**src/logic/hsw_pkg.sv**
```systemverilog
// Constants and types shared by the operating-mode controller
//
// Summary of operation
// - Wake is the OR of the four input-on levels and the reset-wake pin.
// - Fail is the OR of a serial failure and the limp-home level.
// - After supply-up, rest in sleep with channels off until wake rises.
// - Normal mode holds while awake with no fail condition.
// - Normal: channels 1-4 follow on bit or enabled direct input; 5-6 on bit.
// - A rising channel control starts the overcurrent window of outputs 1-5.
// - Enter fail mode immediately on limp-home high or serial failure.
// - Fail: outputs 1-4 follow direct inputs, 5-6 off, no PWM, writes ignored except readback select.
// - Fail with diagnosis: reads return the status chosen by readback select.
// - Fail mode forces the maximum overcurrent profile.
// - Fail: overload or undervoltage on outputs 1-4 uses automatic restart.
// - Fail: overtemperature, high stage or severe short latch the output off.
// - Fail: windows timed from input-on levels, channels follow direct inputs.
// - Each wake-up clears all serial registers and blanks faults for a while.
// - Initialisation completes 50 us after wake-up.
// - Normal to fail clears serial settings but keeps status registers.
// - Diagnosis stays in fail mode except when a serial line is stuck.
// - Fail to normal needs cause removed and toggle 0 then 1 within watchdog.
// - Fail to normal clears registers then sets status and cleared flags.
// - Register-cleared flag holds until quick status register 1 is read.
// - Supplies below power-on threshold give power-off with no logic active.
// - Toggle bit must flip every write; missing toggle in time is a failure.
// - Reset-wake pin low holds serial registers, flags and overload status in reset.
package hsw_pkg;
  // ----------------------------------------
  // Timing
  // ----------------------------------------
  localparam int CLK_MHZ       = 100;
  localparam int INIT_TIME_US  = 50;
  localparam int INIT_CYC      = INIT_TIME_US * CLK_MHZ;
  localparam int BLANK_TIME_US = 10;
  localparam int BLANK_CYC     = BLANK_TIME_US * CLK_MHZ;
  localparam int WD_TIME_US    = 200;
  localparam int WD_CYC        = WD_TIME_US * CLK_MHZ;
  // ----------------------------------------
  // Register indices and fields
  // ----------------------------------------
  localparam int         NREG       = 15;
  localparam logic [3:0] IDX_INIT1  = 4'h0;
  localparam int         IDX_CH1    = 2;
  localparam logic [3:0] IDX_OUTCTL = 4'h8;
  localparam int         IDX_INEN   = 11;
  localparam int         STS_SEL    = 4;
  localparam logic [4:0] ADDR_STS1  = 5'h11;
  localparam int         ON_BIT     = 8;
  localparam int         STS_OVL    = 0;
  localparam int         STS_LAT    = 1;
  localparam int         STS_RCF    = 9;
  localparam int         STS_DSF    = 10;
  localparam logic [3:0] STS_FIRST  = 4'h1;
  localparam logic [3:0] STS_LASTCH = 4'h4;
  localparam logic [3:0] STS_LAST   = 4'h7;
  // ----------------------------------------
  // Types
  // ----------------------------------------
  typedef enum logic [1:0] {M_OFF, M_SLEEP, M_NORMAL, M_FAIL} hsw_mode_t;
  typedef struct packed {
    logic        tog;
    logic [10:0] data;
  } hsw_cmd_t;
endpackage

```
**src/logic/hsw_sync.sv**
```systemverilog
// Two-flop synchroniser for asynchronous levels
`timescale 1ns/1ns
`default_nettype none
module hsw_sync #(
  parameter int W = 1
)(
  // Clock, reset, enable
  input  wire logic         clk_in,
  input  wire logic         nrst_in,
  input  wire logic         en_in,
  // Levels
  input  wire logic [W-1:0] d_in,
  output logic      [W-1:0] q_out
);
  logic [W-1:0] meta;

  // First stage is read only by the second
  always_ff @(posedge clk_in or negedge nrst_in)
  begin
    if (!nrst_in)
    begin
      meta  <= '0;
      q_out <= '0;
    end
    else if (en_in)
    begin
      meta  <= d_in;
      q_out <= meta;
    end
  end
endmodule
`default_nettype wire

```
**src/logic/hsw_timer.sv**
```systemverilog
// Reloadable down-counter with busy level and expiry pulse
`timescale 1ns/1ns
`default_nettype none
module hsw_timer #(
  parameter int N = 16
)(
  // Clock, reset, enable
  input  wire logic clk_in,
  input  wire logic nrst_in,
  input  wire logic en_in,
  // Control and status
  input  wire logic start_in,
  output logic      busy_out,
  output logic      expire_out
);
  localparam int CW = $clog2(N + 1);
  logic [CW-1:0] cnt;

  // Load on start, count down to zero
  always_ff @(posedge clk_in or negedge nrst_in)
  begin
    if (!nrst_in)
      cnt <= '0;
    else if (en_in)
    begin
      if (start_in)
        cnt <= CW'(N);
      else if (cnt != '0)
        cnt <= cnt - 1'b1;
    end
  end

  assign busy_out   = (cnt != '0);
  assign expire_out = en_in && !start_in && (cnt == CW'(1));
endmodule
`default_nettype wire

```
**src/logic/hsw_mode_ctrl.sv**
```systemverilog
// Operating-mode and fail-safe controller of a six-channel high-side switch
`timescale 1ns/1ns
`default_nettype none
module hsw_mode_ctrl #(
  parameter int INIT_CYC = hsw_pkg::INIT_CYC,
  parameter int WD_CYC   = hsw_pkg::WD_CYC
)(
  // Clock, reset, enable
  input  wire logic              ref_clk_in,
  input  wire logic              nrst_in,
  input  wire logic              clk_en_in,
  // Pins from the controller and supplies
  input  wire logic [3:0]        direct_control_inputs_in,
  input  wire logic              limp_home_in,
  input  wire logic              reset_wake_pin_in,
  input  wire logic              supply_ok_in,
  // Serial front-end status
  input  wire logic              serial_count_err_in,
  input  wire logic              serial_stuck_in,
  // Power stage events
  input  wire logic [3:0]        overload_in,
  input  wire logic [3:0]        severe_fault_in,
  // Register port
  input  wire logic [4:0]        addr_in,
  input  wire logic [15:0]       wr_data_in,
  input  wire logic              wr_in,
  input  wire logic              rd_in,
  output logic      [15:0]       rd_data_out,
  // Channel and mode outputs
  output logic      [5:0]        channel_control_signal_out,
  output logic      [4:0]        oc_window_start_out,
  output logic                   oc_profile_max_out,
  output logic                   fault_blank_out,
  output logic                   init_done_out,
  output logic                   diag_avail_out,
  output hsw_pkg::hsw_mode_t     mode_out
);
  // ----------------------------------------
  // Pin synchronisation
  // ----------------------------------------
  localparam int SW = 15;
  logic [SW-1:0] raw_pins;
  logic [SW-1:0] sync_pins;
  logic [3:0]    in_s;
  logic [3:0]    ovl_s;
  logic [3:0]    sev_s;
  logic          limp_s;
  logic          reset_wake_pin_s;
  logic          supply_s;

  // All pins pass two flops before use
  assign raw_pins = {supply_ok_in, reset_wake_pin_in, limp_home_in,
                     severe_fault_in, overload_in, direct_control_inputs_in};
  hsw_sync #(.W(SW)) u_sync (
    .clk_in  (ref_clk_in),
    .nrst_in (nrst_in),
    .en_in   (clk_en_in),
    .d_in    (raw_pins),
    .q_out   (sync_pins)
  );
  assign in_s     = sync_pins[3:0];
  assign ovl_s    = sync_pins[7:4];
  assign sev_s    = sync_pins[11:8];
  assign limp_s   = sync_pins[12];
  assign reset_wake_pin_s   = sync_pins[13];
  assign supply_s = sync_pins[14];

  // ----------------------------------------
  // Declarations
  // ----------------------------------------
  hsw_pkg::hsw_mode_t mode;
  hsw_pkg::hsw_mode_t next_mode;
  hsw_pkg::hsw_cmd_t  cmd;
  logic [10:0] set_reg [0:hsw_pkg::NREG-1];
  logic [5:0]  on_bits;
  logic [3:0]  inen;
  logic [3:0]  sel;
  logic [3:0]  latched;
  logic [3:0]  ovl_seen;
  logic [3:0]  in_q;
  logic [5:0]  next_chan;
  logic        wake;
  logic        fail_cond;
  logic        spi_fail;
  logic        diag_ok;
  logic        last_tog;
  logic        rec_stage;
  logic        device_status_flag;
  logic        register_cleared_flag;
  logic        por;
  logic        to_fail;
  logic        recover;
  logic        rec_arm;
  logic        wr_act;
  logic        tog_err;
  logic        set_we;
  logic        sel_we;
  logic        set_clr;
  logic        rd_sts1;
  logic        wd_start;
  logic        wd_busy;
  logic        wd_exp;
  logic        init_busy;
  logic        blank;

  // ----------------------------------------
  // Wake, fail and command decode
  // ----------------------------------------
  assign wake      = (|in_s) | reset_wake_pin_s;
  assign fail_cond = limp_s | spi_fail;
  assign cmd       = hsw_pkg::hsw_cmd_t'(wr_data_in[11:0]);
  // Writes reach settings other than the readback select only in normal mode with the pin high
  assign wr_act  = wr_in && reset_wake_pin_s && !addr_in[4] && (mode == hsw_pkg::M_NORMAL);
  assign tog_err = wr_act && (cmd.tog == last_tog);
  assign set_we  = wr_act && !tog_err;
  // Readback select stays writable in fail mode
  assign sel_we  = wr_in && reset_wake_pin_s && (mode == hsw_pkg::M_FAIL) && (addr_in == 5'h00);
  // Recovery handshake: toggle 0 then 1 inside one watchdog period
  assign rec_arm = (mode == hsw_pkg::M_FAIL) && !limp_s && wr_in && reset_wake_pin_s && !cmd.tog;
  assign recover = (mode == hsw_pkg::M_FAIL) && !limp_s && wr_in && reset_wake_pin_s
                   && cmd.tog && rec_stage && wd_busy;

  // ----------------------------------------
  // Mode state machine
  // ----------------------------------------
  always_comb
  begin
    next_mode = mode;
    case (mode)
      hsw_pkg::M_OFF:    next_mode = hsw_pkg::M_SLEEP;
      // Sleep until wake rises
      hsw_pkg::M_SLEEP:  if (wake) next_mode = fail_cond ? hsw_pkg::M_FAIL : hsw_pkg::M_NORMAL;
      // Fail entry without delay
      hsw_pkg::M_NORMAL: if (fail_cond) next_mode = hsw_pkg::M_FAIL;
      hsw_pkg::M_FAIL:   if (recover) next_mode = hsw_pkg::M_NORMAL;
      default:           next_mode = hsw_pkg::M_OFF;
    endcase
    // Supply loss and loss of wake override all
    if (!supply_s)
      next_mode = hsw_pkg::M_OFF;
    else if (!wake && mode != hsw_pkg::M_OFF)
      next_mode = hsw_pkg::M_SLEEP;
  end

  // Mode register
  always_ff @(posedge ref_clk_in or negedge nrst_in)
  begin
    if (!nrst_in)
      mode <= hsw_pkg::M_OFF;
    else if (clk_en_in)
      mode <= next_mode;
  end

  assign por     = (mode == hsw_pkg::M_SLEEP) && ((next_mode == hsw_pkg::M_NORMAL)
                   || (next_mode == hsw_pkg::M_FAIL));
  assign to_fail = (mode == hsw_pkg::M_NORMAL) && (next_mode == hsw_pkg::M_FAIL);
  // Settings clear on wake, pin low, fail entry and recovery
  assign set_clr = por || !reset_wake_pin_s || to_fail || recover;

  // ----------------------------------------
  // Timers
  // ----------------------------------------
  assign wd_start = por || set_we || rec_arm || recover;
  hsw_timer #(.N(WD_CYC)) u_wd (
    .clk_in     (ref_clk_in),
    .nrst_in    (nrst_in),
    .en_in      (clk_en_in),
    .start_in   (wd_start),
    .busy_out   (wd_busy),
    .expire_out (wd_exp)
  );
  hsw_timer #(.N(INIT_CYC)) u_init (
    .clk_in     (ref_clk_in),
    .nrst_in    (nrst_in),
    .en_in      (clk_en_in),
    .start_in   (por),
    .busy_out   (init_busy),
    .expire_out ()
  );
  hsw_timer #(.N(hsw_pkg::BLANK_CYC)) u_blank (
    .clk_in     (ref_clk_in),
    .nrst_in    (nrst_in),
    .en_in      (clk_en_in),
    .start_in   (por),
    .busy_out   (blank),
    .expire_out ()
  );

  // ----------------------------------------
  // Serial failure and handshake state
  // ----------------------------------------
  always_ff @(posedge ref_clk_in or negedge nrst_in)
  begin
    if (!nrst_in)
    begin
      spi_fail <= 1'b0;
      diag_ok  <= 1'b1;
    end
    else if (clk_en_in)
    begin
      if (mode == hsw_pkg::M_SLEEP || mode == hsw_pkg::M_OFF || recover)
      begin
        spi_fail <= 1'b0;
        diag_ok  <= 1'b1;
      end
      else if (mode == hsw_pkg::M_NORMAL)
      begin
        if (tog_err || wd_exp || serial_count_err_in || serial_stuck_in)
          spi_fail <= 1'b1;
        if (serial_stuck_in)
          diag_ok <= 1'b0;
      end
    end
  end

  // Toggle bit history and first handshake step
  always_ff @(posedge ref_clk_in or negedge nrst_in)
  begin
    if (!nrst_in)
    begin
      last_tog  <= 1'b1;
      rec_stage <= 1'b0;
    end
    else if (clk_en_in)
    begin
      if (por || recover)
        last_tog <= 1'b1;
      else if (set_we)
        last_tog <= cmd.tog;
      if (mode != hsw_pkg::M_FAIL || recover || wd_exp)
        rec_stage <= 1'b0;
      else if (rec_arm)
        rec_stage <= 1'b1;
    end
  end

  // ----------------------------------------
  // Settings registers, one process per entry
  // ----------------------------------------
  for (genvar r = 0; r < hsw_pkg::NREG; r++)
  begin : g_set
    localparam bit OM = (r >= hsw_pkg::IDX_CH1) && (r < hsw_pkg::IDX_CH1 + 6);
    localparam int OB = OM ? r - hsw_pkg::IDX_CH1 : 0;
    always_ff @(posedge ref_clk_in or negedge nrst_in)
    begin
      if (!nrst_in)
        set_reg[r] <= 11'h000;
      else if (clk_en_in)
      begin
        if (set_clr)
          set_reg[r] <= 11'h000;
        else if (set_we && addr_in[3:0] == 4'(r))
          set_reg[r] <= cmd.data;
        else if (OM && set_we && addr_in[3:0] == hsw_pkg::IDX_OUTCTL)
          set_reg[r][hsw_pkg::ON_BIT] <= cmd.data[OB];
        else if (r == 0 && sel_we)
          set_reg[r][3:0] <= cmd.data[3:0];
      end
    end
    if (OM)
    begin : g_on
      assign on_bits[OB] = set_reg[r][hsw_pkg::ON_BIT];
    end
  end
  assign sel = set_reg[0][hsw_pkg::STS_SEL-1:0];

  // ----------------------------------------
  // Per-channel fault state
  // ----------------------------------------
  for (genvar i = 0; i < 4; i++)
  begin : g_ch
    assign inen[i] = set_reg[hsw_pkg::IDX_INEN][2*i];
    always_ff @(posedge ref_clk_in or negedge nrst_in)
    begin
      if (!nrst_in)
      begin
        latched[i]  <= 1'b0;
        ovl_seen[i] <= 1'b0;
      end
      else if (clk_en_in)
      begin
        // Latch-off cleared only at wake-up
        if (por)
          latched[i] <= 1'b0;
        else if (mode == hsw_pkg::M_FAIL && sev_s[i] && !blank)
          latched[i] <= 1'b1;
        if (por || !reset_wake_pin_s || recover)
          ovl_seen[i] <= 1'b0;
        else if (!blank && (ovl_s[i] || sev_s[i]))
          ovl_seen[i] <= 1'b1;
      end
    end
  end

  // Device and register-cleared flags; recovery set wins over read clear
  assign rd_sts1 = rd_in && reset_wake_pin_s && (((mode == hsw_pkg::M_NORMAL) && addr_in == hsw_pkg::ADDR_STS1)
                   || ((mode == hsw_pkg::M_FAIL) && diag_ok && sel == hsw_pkg::STS_FIRST));
  always_ff @(posedge ref_clk_in or negedge nrst_in)
  begin
    if (!nrst_in)
    begin
      device_status_flag <= 1'b0;
      register_cleared_flag <= 1'b0;
    end
    else if (clk_en_in)
    begin
      if (recover)
      begin
        device_status_flag <= 1'b1;
        register_cleared_flag <= 1'b1;
      end
      else if (por || !reset_wake_pin_s)
      begin
        device_status_flag <= 1'b0;
        register_cleared_flag <= 1'b0;
      end
      else if (rd_sts1)
        register_cleared_flag <= 1'b0;
    end
  end

  // ----------------------------------------
  // Channel control
  // ----------------------------------------
  always_comb
  begin
    next_chan = 6'h00;
    if (mode == hsw_pkg::M_NORMAL)
      next_chan = {on_bits[5:4], on_bits[3:0] | (inen & in_s)};
    else if (mode == hsw_pkg::M_FAIL)
      next_chan = {2'b00, in_s & ~latched & ~ovl_s};
  end

  // Status word for readback
  function automatic logic [15:0] sts_word(input logic [3:0] k);
    logic [15:0] w;
    w = 16'h0000;
    if (k >= hsw_pkg::STS_FIRST && k <= hsw_pkg::STS_LAST)
      w[hsw_pkg::STS_DSF] = device_status_flag;
    if (k == hsw_pkg::STS_FIRST)
      w[hsw_pkg::STS_RCF] = register_cleared_flag;
    if (k >= hsw_pkg::STS_FIRST && k <= hsw_pkg::STS_LASTCH)
    begin
      w[hsw_pkg::STS_OVL] = ovl_seen[2'(k - 4'h1)];
      w[hsw_pkg::STS_LAT] = latched[2'(k - 4'h1)];
    end
    return w;
  endfunction

  // Registered outputs
  always_ff @(posedge ref_clk_in or negedge nrst_in)
  begin
    if (!nrst_in)
    begin
      channel_control_signal_out <= 6'h00;
      oc_window_start_out        <= 5'h00;
      oc_profile_max_out         <= 1'b0;
      init_done_out              <= 1'b0;
      diag_avail_out             <= 1'b0;
      in_q                       <= 4'h0;
    end
    else if (clk_en_in)
    begin
      channel_control_signal_out <= next_chan;
      in_q                       <= in_s;
      oc_window_start_out        <= 5'h00;
      if (mode == hsw_pkg::M_NORMAL)
        oc_window_start_out <= next_chan[4:0] & ~channel_control_signal_out[4:0];
      else if (mode == hsw_pkg::M_FAIL)
        oc_window_start_out <= {1'b0, in_s & ~in_q};
      oc_profile_max_out <= (next_mode == hsw_pkg::M_FAIL);
      init_done_out      <= (mode == hsw_pkg::M_NORMAL || mode == hsw_pkg::M_FAIL)
                            && !init_busy && !por;
      diag_avail_out     <= (next_mode == hsw_pkg::M_FAIL) && diag_ok;
    end
  end

  // Read data stands one cycle after the strobe
  always_ff @(posedge ref_clk_in or negedge nrst_in)
  begin
    if (!nrst_in)
      rd_data_out <= 16'h0000;
    else if (clk_en_in)
    begin
      rd_data_out <= 16'h0000;
      if (rd_in && reset_wake_pin_s)
      begin
        if (mode == hsw_pkg::M_FAIL)
        begin
          if (diag_ok)
            rd_data_out <= sts_word(sel);
        end
        else if (mode == hsw_pkg::M_NORMAL)
        begin
          if (addr_in[4])
            rd_data_out <= sts_word(addr_in[3:0]);
          else if (addr_in[3:0] != 4'hF)
            rd_data_out <= {5'h00, set_reg[addr_in[3:0]]};
        end
      end
    end
  end

  assign fault_blank_out = blank;
  assign mode_out        = mode;
endmodule
`default_nettype wire

```
**config.mk**
```make
export PLATFORM = sky130hd
export DESIGN_NAME = hsw_mode_ctrl
export DESIGN_NICKNAME = d
export VERILOG_FILES = /design/src/logic/hsw_pkg.sv /design/src/logic/hsw_sync.sv /design/src/logic/hsw_timer.sv /design/src/logic/hsw_mode_ctrl.sv
export SDC_FILE = /design/constraint.sdc
export NUM_CORES = 1
export LEC_CHECK = 0
export BUFFER_PORTS_ARGS = -buffer_cell sky130_fd_sc_hd__buf_2
export CAP_MARGIN = 0
export CORE_ASPECT_RATIO = 1.75
export CORE_MARGIN = 2
export CORE_UTILIZATION = 45
export CTS_CLUSTER_DIAMETER = 100
export CTS_CLUSTER_SIZE = 10
export DETAILED_ROUTE_END_ITERATION = 16
export PLACE_DENSITY = 0.64
export SETUP_SLACK_MARGIN = 0.05
export SYNTH_ARGS = -nofsm -noshare
export SYNTH_HDL_FRONTEND = slang
export SYNTH_SLANG_ARGS = --single-unit
```
**constraint.sdc**
```tcl
create_clock -name ref_clk_in -period 5.3 [get_ports ref_clk_in]
set_input_delay 0.53 -clock ref_clk_in [delete_from_list [all_inputs] [get_ports ref_clk_in]]
set_output_delay 0.53 -clock ref_clk_in [all_outputs]
set_load 0.02 [all_outputs]
```
After elaboration in Yosys (flattened, before gate mapping):

Cells that the tools add are included.

* logic and storage cells: 399
* bits of input ports: 43
* bits in registers: 283
* output and inout port bits: 33

* equality and inequality tests: 25
* add/subtract/negate cells: 5
* order comparisons: 9
* bitwise operators: 13
* reduce and logical (&&, ||, !) cells: 177
* muxes and demuxes: 121

Operators with widths (number)
* 11-bit two-way mux: 29
* 2-bit AND reduction: 37
* 2-bit nonzero test: 33
* 1-bit logical AND: 58
* 1-bit two-way mux: 52
* 8-bit two-way mux: 6
* 11-bit binary-select mux with 4-bit select: 1
* 16-bit two-way mux: 2
* 15-bit two-way mux: 2
* 4-bit == test, second input constant: 7
* 13-bit two-way mux: 2
* 2-bit two-way mux: 13
* 3-bit nonzero test: 8
* 1-bit logical OR: 22
* 10-bit two-way mux: 2
* 4-bit bitwise AND: 4
* 4-bit by 3-bit == test with 1-bit output, second input constant: 4
* 4-bit by 3-bit less-or-equal comparator with 1-bit output, second input constant: 4
* 4-bit two-way mux: 4
* 15-bit by 1-bit == test with 1-bit output, second input constant: 1
* 15-bit nonzero test: 1
* 15-bit by 1-bit subtractor with 15-bit output, second input constant: 1
* 13-bit nonzero test: 1
* 13-bit by 1-bit subtractor with 13-bit output, second input constant: 1
* other kinds (31): 55

Longest topological paths before layout:

* word-level depth: 26
* mapped depth: 10
* gate-level depth less buffers: 7

Modules after synthesis:

Synthesis repeated with hierarchy kept, for this count alone.

* cells, all modules: 1164
* area total of the unflattened synthesis: 14118.5 µm²

Modules (own cells, without submodules)
* hsw_mode_ctrl: area each 10490.1 µm², cells each 842, instances 1, seq. area each 5257.5 µm²
* hsw_sync: area each 1234.9 µm², cells each 63, instances 1, seq. area each 750.7 µm²
* hsw_timer (u_wd): area each 903.4 µm², cells each 99, instances 1, seq. area each 375.4 µm²
* hsw_timer (u_init): area each 839.6 µm², cells each 94, instances 1, seq. area each 325.3 µm²
* hsw_timer (u_blank): area each 650.6 µm², cells each 66, instances 1, seq. area each 250.2 µm²

Least setup slack after synthesis:

No wires, ideal clock.

* path type: input to register
* start: input port addr_in[0]
* end: register rd_data_out[2]
* setup slack: 2.828 ns
* data required time: 5.178 ns
* stages: 5
* arrival: 2.350 ns
* setup time: 0.122 ns
* path buffers: 2
* cell sequence: clkbuf_1 buf_2 mux4_2 mux4_2 a32o_1

* word-level cells in the longest chain between the ends: 9
* elaborated cells between the ends (all ways): 10
* classes of those cells: eq/ne (1); mux (8); bitwise (1)

RTL lines
* start: declaration: line hsw_mode_ctrl.sv:24 `input wire logic [4:0] addr_in,`
* 4-bit inverter with 5-bit output (not written as such): line hsw_mode_ctrl.sv:398 `rd_data_out <= {5'h00, set_reg[addr_in[3:0]]};`
* 11-bit binary-select mux with 4-bit select: line hsw_mode_ctrl.sv:398
* 11-bit two-way mux (not written as such) (2 in series): line hsw_mode_ctrl.sv:398
* 11-bit two-way mux *: line hsw_mode_ctrl.sv:397 `else if (addr_in[3:0] != 4'hF)`
* 11-bit two-way mux *: line hsw_mode_ctrl.sv:395 `if (addr_in[4])`
* 11-bit two-way mux *: line hsw_mode_ctrl.sv:393 `else if (mode == hsw_pkg::M_NORMAL)`
* 16-bit two-way mux *: line hsw_mode_ctrl.sv:388 `if (mode == hsw_pkg::M_FAIL)`
* 16-bit two-way mux *: line hsw_mode_ctrl.sv:386 `if (rd_in && reset_wake_pin_s)`
* end signal: assignment: line hsw_mode_ctrl.sv:391 `rd_data_out <= sts_word(sel);`
* end signal: assignment: line hsw_mode_ctrl.sv:396 `rd_data_out <= sts_word(addr_in[3:0]);`
* end signal: assignment: line hsw_mode_ctrl.sv:398
* end: declaration: line hsw_mode_ctrl.sv:28 `output logic [15:0] rd_data_out,`

Mark *: on every way between the ends. The rest lies on a longest branch, timed or not. The select of a mux whose other input is x is not followed.
A chain may end at the register's enable or synchronous reset.

Worst setup path after layout:

* start: register mode[0] (netlist: mode_out[0])
* end: register set_reg[76] (netlist bit)

* word-level cells in the longest chain between the ends: 19
* elaborated cells between the ends (all ways): 34
* classes of those cells: eq/ne (5); mux (7); reduce/logical (22)

RTL lines
* start: declaration: line hsw_mode_ctrl.sv:71 `hsw_pkg::hsw_mode_t mode;`
* start signal: assignment: line hsw_mode_ctrl.sv:149 `mode <= hsw_pkg::M_OFF;`
* start signal: assignment: line hsw_mode_ctrl.sv:151 `mode <= next_mode;`
* 2-bit == test: line hsw_mode_ctrl.sv:120, hsw_mode_ctrl.sv:129
* 1-bit logical AND (3 in series): line hsw_mode_ctrl.sv:120 `assign recover = (mode == hsw_pkg::M_FAIL) && !limp_s && wr_in && reset_wake_pin_s`
* 1-bit logical AND (3 in series): line hsw_mode_ctrl.sv:121 `&& cmd.tog && rec_stage && wd_busy;`
* 2-bit two-way mux: line hsw_mode_ctrl.sv:135 `hsw_pkg::M_FAIL: if (recover) next_mode = hsw_pkg::M_NORMAL;`
* 2-bit case mux with 4 select lines: line hsw_mode_ctrl.sv:129 `case (mode)`
* 2-bit two-way mux: line hsw_mode_ctrl.sv:141 `else if (!wake && mode != hsw_pkg::M_OFF)`
* 2-bit two-way mux: line hsw_mode_ctrl.sv:139 `if (!supply_s)`
* 2-bit == test (on tied branches): line hsw_mode_ctrl.sv:154, hsw_mode_ctrl.sv:155, hsw_mode_ctrl.sv:156
* 1-bit logical OR: line hsw_mode_ctrl.sv:155 `|| (next_mode == hsw_pkg::M_FAIL));`
* 1-bit logical AND: line hsw_mode_ctrl.sv:154 `assign por = (mode == hsw_pkg::M_SLEEP) && ((next_mode == hsw_pkg::M_NORMAL)`
* 1-bit logical OR (3 in series): line hsw_mode_ctrl.sv:158 `assign set_clr = por || !reset_wake_pin_s || to_fail || recover;`
* 2-bit nonzero test (no source line)
* 2-bit AND reduction (no source line)
* end signal: indexed assignment: line hsw_mode_ctrl.sv:253 `set_reg[r] <= cmd.data;`
* end signal: indexed assignment: line hsw_mode_ctrl.sv:255 `set_reg[r][hsw_pkg::ON_BIT] <= cmd.data[OB];`
* end signal: indexed assignment: line hsw_mode_ctrl.sv:257 `set_reg[r][3:0] <= cmd.data[3:0];`
* end: declaration: line hsw_mode_ctrl.sv:74 `logic [10:0] set_reg [0:hsw_pkg::NREG-1];`

Several ways; a longest one is shown, not always the timed one.

==> flow_summary.html <==
<table>
<tr><th>Metric</th><th>Value</th></tr>
<tr><th colspan="2">Status</th></tr>
<tr><td>Result of the run</td><td>finished with violations</td></tr>
<tr><td>Violations in the final reports</td><td>hold timing</td></tr>
<tr><th colspan="2">Clock network</th></tr>
<tr><td>Total number of clock tree sinks</td><td>278</td></tr>
<tr><td>Maximum level of the CTS H-tree</td><td>1</td></tr>
<tr><td>Clock slew at reported path FFs</td><td>0.06 ns</td></tr>
<tr><td>Number of CTS-inserted buffers</td><td>31</td></tr>
<tr><td>Clock network latency to the later pin of the worst-skew pair</td><td>0.56 ns</td></tr>
<tr><td>Maximum count of clock buffers along a single path</td><td>3</td></tr>
<tr><td>Post-CTS Hold Fix Bufs</td><td>0</td></tr>
<tr><td>Clock tree from TritonCTS</td><td>done</td></tr>
<tr><td>Root cell of the clock tree</td><td>clkbuf_16</td></tr>
<tr><td>Number of setup buffers added after CTS</td><td>0</td></tr>
<tr><td>Total of cells resized after clock tree synthesis</td><td>0</td></tr>
<tr><th colspan="2">Drt</th></tr>
<tr><td>Mean number of vias per cell</td><td>6.39</td></tr>
<tr><td>DRC violation count after routing</td><td>0</td></tr>
<tr><td>Count of TritonRoute iterations in the first routing pass</td><td>6</td></tr>
<tr><td>Count of routing violations after the opening detailed-route iteration</td><td>866</td></tr>
<tr><td>Number of nets with antenna violations after routing</td><td>0</td></tr>
<tr><td>Routed len/inst</td><td>24.3 um</td></tr>
<tr><td>Post-detailed-routing wire length</td><td>37300 um</td></tr>
<tr><td>Detailed-route via count</td><td>9808</td></tr>
<tr><th colspan="2">STA</th></tr>
<tr><td>Slew @ Worst Pin</td><td>1.17 ns</td></tr>
<tr><td>Post-route clock period utilization</td><td>0.661</td></tr>
<tr><td>Setup TNS Final</td><td>0 ns</td></tr>
<tr><td>Number of slew-limit violations in the final report</td><td>0</td></tr>
<tr><td>Slew margin rel.</td><td>0.214</td></tr>
<tr><td>Post-route clock skew</td><td>0.0210 ns</td></tr>
<tr><td>Max frequency</td><td>0.285 GHz</td></tr>
<tr><td>Final-report setup violation count</td><td>0</td></tr>
<tr><td>Fin. Hold Viols</td><td>1</td></tr>
<tr><td>Worst Hold Slack</td><td>-0.00587 ns</td></tr>
<tr><td>RSZ-0062 raised after global routing</td><td>false</td></tr>
<tr><td>Post-route minimum period</td><td>3.50 ns</td></tr>
<tr><th colspan="2">Global route</th></tr>
<tr><td>Grt ovf</td><td>0</td></tr>
<tr><td>Antenna violations before repair</td><td>0</td></tr>
<tr><td>Vias in the first global route</td><td>10088</td></tr>
<tr><td>First-pass GRT wire length</td><td>58600 um</td></tr>
<tr><td>Maximum number of pins on one net before global-route repair</td><td>116</td></tr>
<tr><td>Gr usage total</td><td>0.243</td></tr>
<tr><th colspan="2">Yosys</th></tr>
<tr><td>Sequential-to-total area share from yosys stat</td><td>0.521</td></tr>
<tr><td>Area contributors post-synth</td><td>dfrtp_1, mux4_2, o2bb2ai_1</td></tr>
<tr><td>Post-synthesis async set-or-reset flop share</td><td>1.00</td></tr>
<tr><td>Post-synth cell types</td><td>79</td></tr>
<tr><td>Cell type contributing the most total cell area after synthesis</td><td>dfrtp_1</td></tr>
<tr><td>Number of enable flip-flop cells after synthesis</td><td>0</td></tr>
<tr><td>Average size of a mapped cell</td><td>12.0 um2</td></tr>
<tr><td>Post-synth top flop</td><td>dfrtp_1</td></tr>
<tr><td>Gate Count Post-Synth</td><td>1110</td></tr>
<tr><td>Area fraction of the dominant cell type after synthesis</td><td>0.517</td></tr>
<tr><td>Post-Syn Area</td><td>13400 um2</td></tr>
<tr><td>Yosys reg bits</td><td>278</td></tr>
<tr><td>Number of warning messages in the yosys log</td><td>0</td></tr>
<tr><th colspan="2">Hold path</th></tr>
<tr><td>Worst min-delay path class</td><td>in -&gt; async</td></tr>
<tr><th colspan="2">Floorplan</th></tr>
<tr><td>Count of standard-cell rows</td><td>83</td></tr>
<tr><td>Chip Height</td><td>232 um</td></tr>
<tr><td>Core region area</td><td>29300 um2</td></tr>
<tr><td>Effective utilization at floorplan</td><td>0.456</td></tr>
<tr><td>Area of the die</td><td>31100 um2</td></tr>
<tr><td>Die Span X</td><td>134 um</td></tr>
<tr><td>I/O pins</td><td>76</td></tr>
<tr><th colspan="2">Setup path</th></tr>
<tr><td>Highest cell delay on the worst timing path</td><td>0.77 ns</td></tr>
<tr><td>Cell chain of the critical path</td><td>nand2_2 -&gt; or4_4 -&gt; o211ai_4 -&gt; o21ai_1 -&gt; a22o_1</td></tr>
<tr><td>Worst EP arrival</td><td>3.94 ns</td></tr>
<tr><td>Crit Path Category</td><td>reg -&gt; reg</td></tr>
<tr><td>Data required time of the worst path</td><td>5.74 ns</td></tr>
<tr><td>Endpoint class of the critical path</td><td>flip-flop</td></tr>
<tr><td>CP max FO</td><td>28</td></tr>
<tr><td>Kind of cell with the highest combined delay on the critical path</td><td>compound AO/OA/AOI/OAI gates</td></tr>
<tr><td>Buffer and inverter count on the worst path</td><td>0</td></tr>
<tr><td>Worst Setup Start Kind</td><td>flip-flop</td></tr>
<tr><td>Slowest-stage cell, CP</td><td>o211ai_4</td></tr>
<tr><th colspan="2">Pwr</th></tr>
<tr><td>Peak ir drop on the vdd network</td><td>0.340 mV</td></tr>
<tr><td>Power density relative to cell area</td><td>353 nW/um2</td></tr>
<tr><td>Leakage Power</td><td>6.20 nW</td></tr>
<tr><th colspan="2">Cells and area</th></tr>
<tr><td>Antenna diodes</td><td>0</td></tr>
<tr><td>Commonest cells after routing, fill and taps aside</td><td>dfrtp_1, o2bb2ai_1, nand2_1</td></tr>
<tr><td>Number of flip-flops under the largest register name</td><td>151</td></tr>
<tr><td>Layout-stage area growth over the synthesis result</td><td>10.4%</td></tr>
<tr><td>Final layout net count</td><td>1197</td></tr>
<tr><td>Most common cell after layout, fill and taps aside</td><td>dfrtp_1</td></tr>
<tr><td>Fraction of layout instances using a drive strength above 1</td><td>0.191</td></tr>
<tr><td>Post-Layout Inst Area</td><td>14700 um2</td></tr>
<tr><th colspan="2">Job</th></tr>
<tr><td>Reported max-cap violation count</td><td>0</td></tr>
<tr><th colspan="2">Placed design</th></tr>
<tr><td>Number of buffers added on ports</td><td>66</td></tr>
<tr><td>HPWL after detailed placement</td><td>25000 um</td></tr>
<tr><td>Area of placed instances</td><td>13900 um2</td></tr>
<tr><td>Weighted congestion at the end of routability-driven global placement</td><td>0.864</td></tr>
</table>
[kinds of logic (layout without fill, tap and decap cells)]
logic type | Yosys count | after routing | synth area share
AND/OR/NAND/NOR | 283 | 283 | 0.111
other | 1 | 5 | 0.000281
AO/OA/AOI/OAI | 329 | 329 | 0.200
multiplexers | 91 | 91 | 0.114
XOR/XNOR | 15 | 15 | 0.00983
buffers and inverters | 101 | 140 | 0.0332
adder cells (fa/ha/maj) | 12 | 12 | 0.0112
flip-flops | 278 | 278 | 0.521
[power breakdown]
| group | switching [W] | internal [W] |
|---|---|---|
| Combinational | 0.000541 | 0.000289 |
| Sequential | 0.000196 | 0.00230 |
| Clock | 0.000818 | 0.00107 |
[metrics by stage]
step | setup WS (ns) | cells | total power [W] | hold WS (ns) | utilization
2_1_floorplan | 2.83 | 1114 | 0.00308 | 0.234 | -
3_3_place_gp | 1.85 | 1491 | 0.00333 | 0.463 | 0.475
3_5_place_dp | 1.82 | 1491 | 0.00335 | 0.468 | 0.475
4_1_cts | 1.82 | 1535 | 0.00524 | 0.0740 | 0.503
5_1_grt | 1.58 | 1535 | 0.00544 | 0.101 | 0.503
6_report | 1.80 | 1535 | 0.00521 | -0.00587 | 0.503
[layout make-up]
cell class                 instances  area [um2]
tap                              382         478
fill                            2638       14500
clock buffer                      44         835
sequential                       278        6960
inverter                          21        78.8
timing repair buffer              75         423
multi-input combinational        735        5970
[layer usage]
metal / up-vias / share of wire / track usage
met5: - / 0 / 0
met4: 0 / 0.058 / 0.137
met3: 104 / 0.047 / 0.0275
met2: 352 / 0.51 / 0.423
met1: 5032 / 0.38 / 0.293
li1: 4320 / - / -
[cell usage after synthesis (10+ instances only)]
cell type / instances
a21oi_1: 32
nand4_1: 11
xor2_1: 11
or3_1: 11
o2bb2ai_1: 104
buf_2: 25
ha_1: 12
nand2_1: 82
mux2i_1: 10
nor2_1: 71
o21ai_0: 35
inv_1: 21
buf_1: 21
nand3_1: 21
nor2b_1: 13
dfrtp_1: 276
a22o_1: 46
mux2_2: 36
a32o_1: 28
clkbuf_1: 26
mux4_2: 45
[path summary, 6_finish.rpt]
path | from | to | slack (ns) | cells past startpoint
worst max-delay path | mode_out[0] | set_reg[76] | 1.80 | 5
worst min-delay path | nrst_in | u_init.cnt[6] | -0.006 | 1
worst max register to register | mode_out[0] | set_reg[76] | 1.80 | 5
worst min register to register | rd_data_out[2] | rd_data_out[2] | 0.48 | 1
max in group asynchronous | nrst_in | set_reg[93] | 4.05 | 2
min in group ref_clk_in | direct_control_inputs_in[2] | u_sync.meta[2] | 0.21 | 2
(Power assumes the default switching activity.)
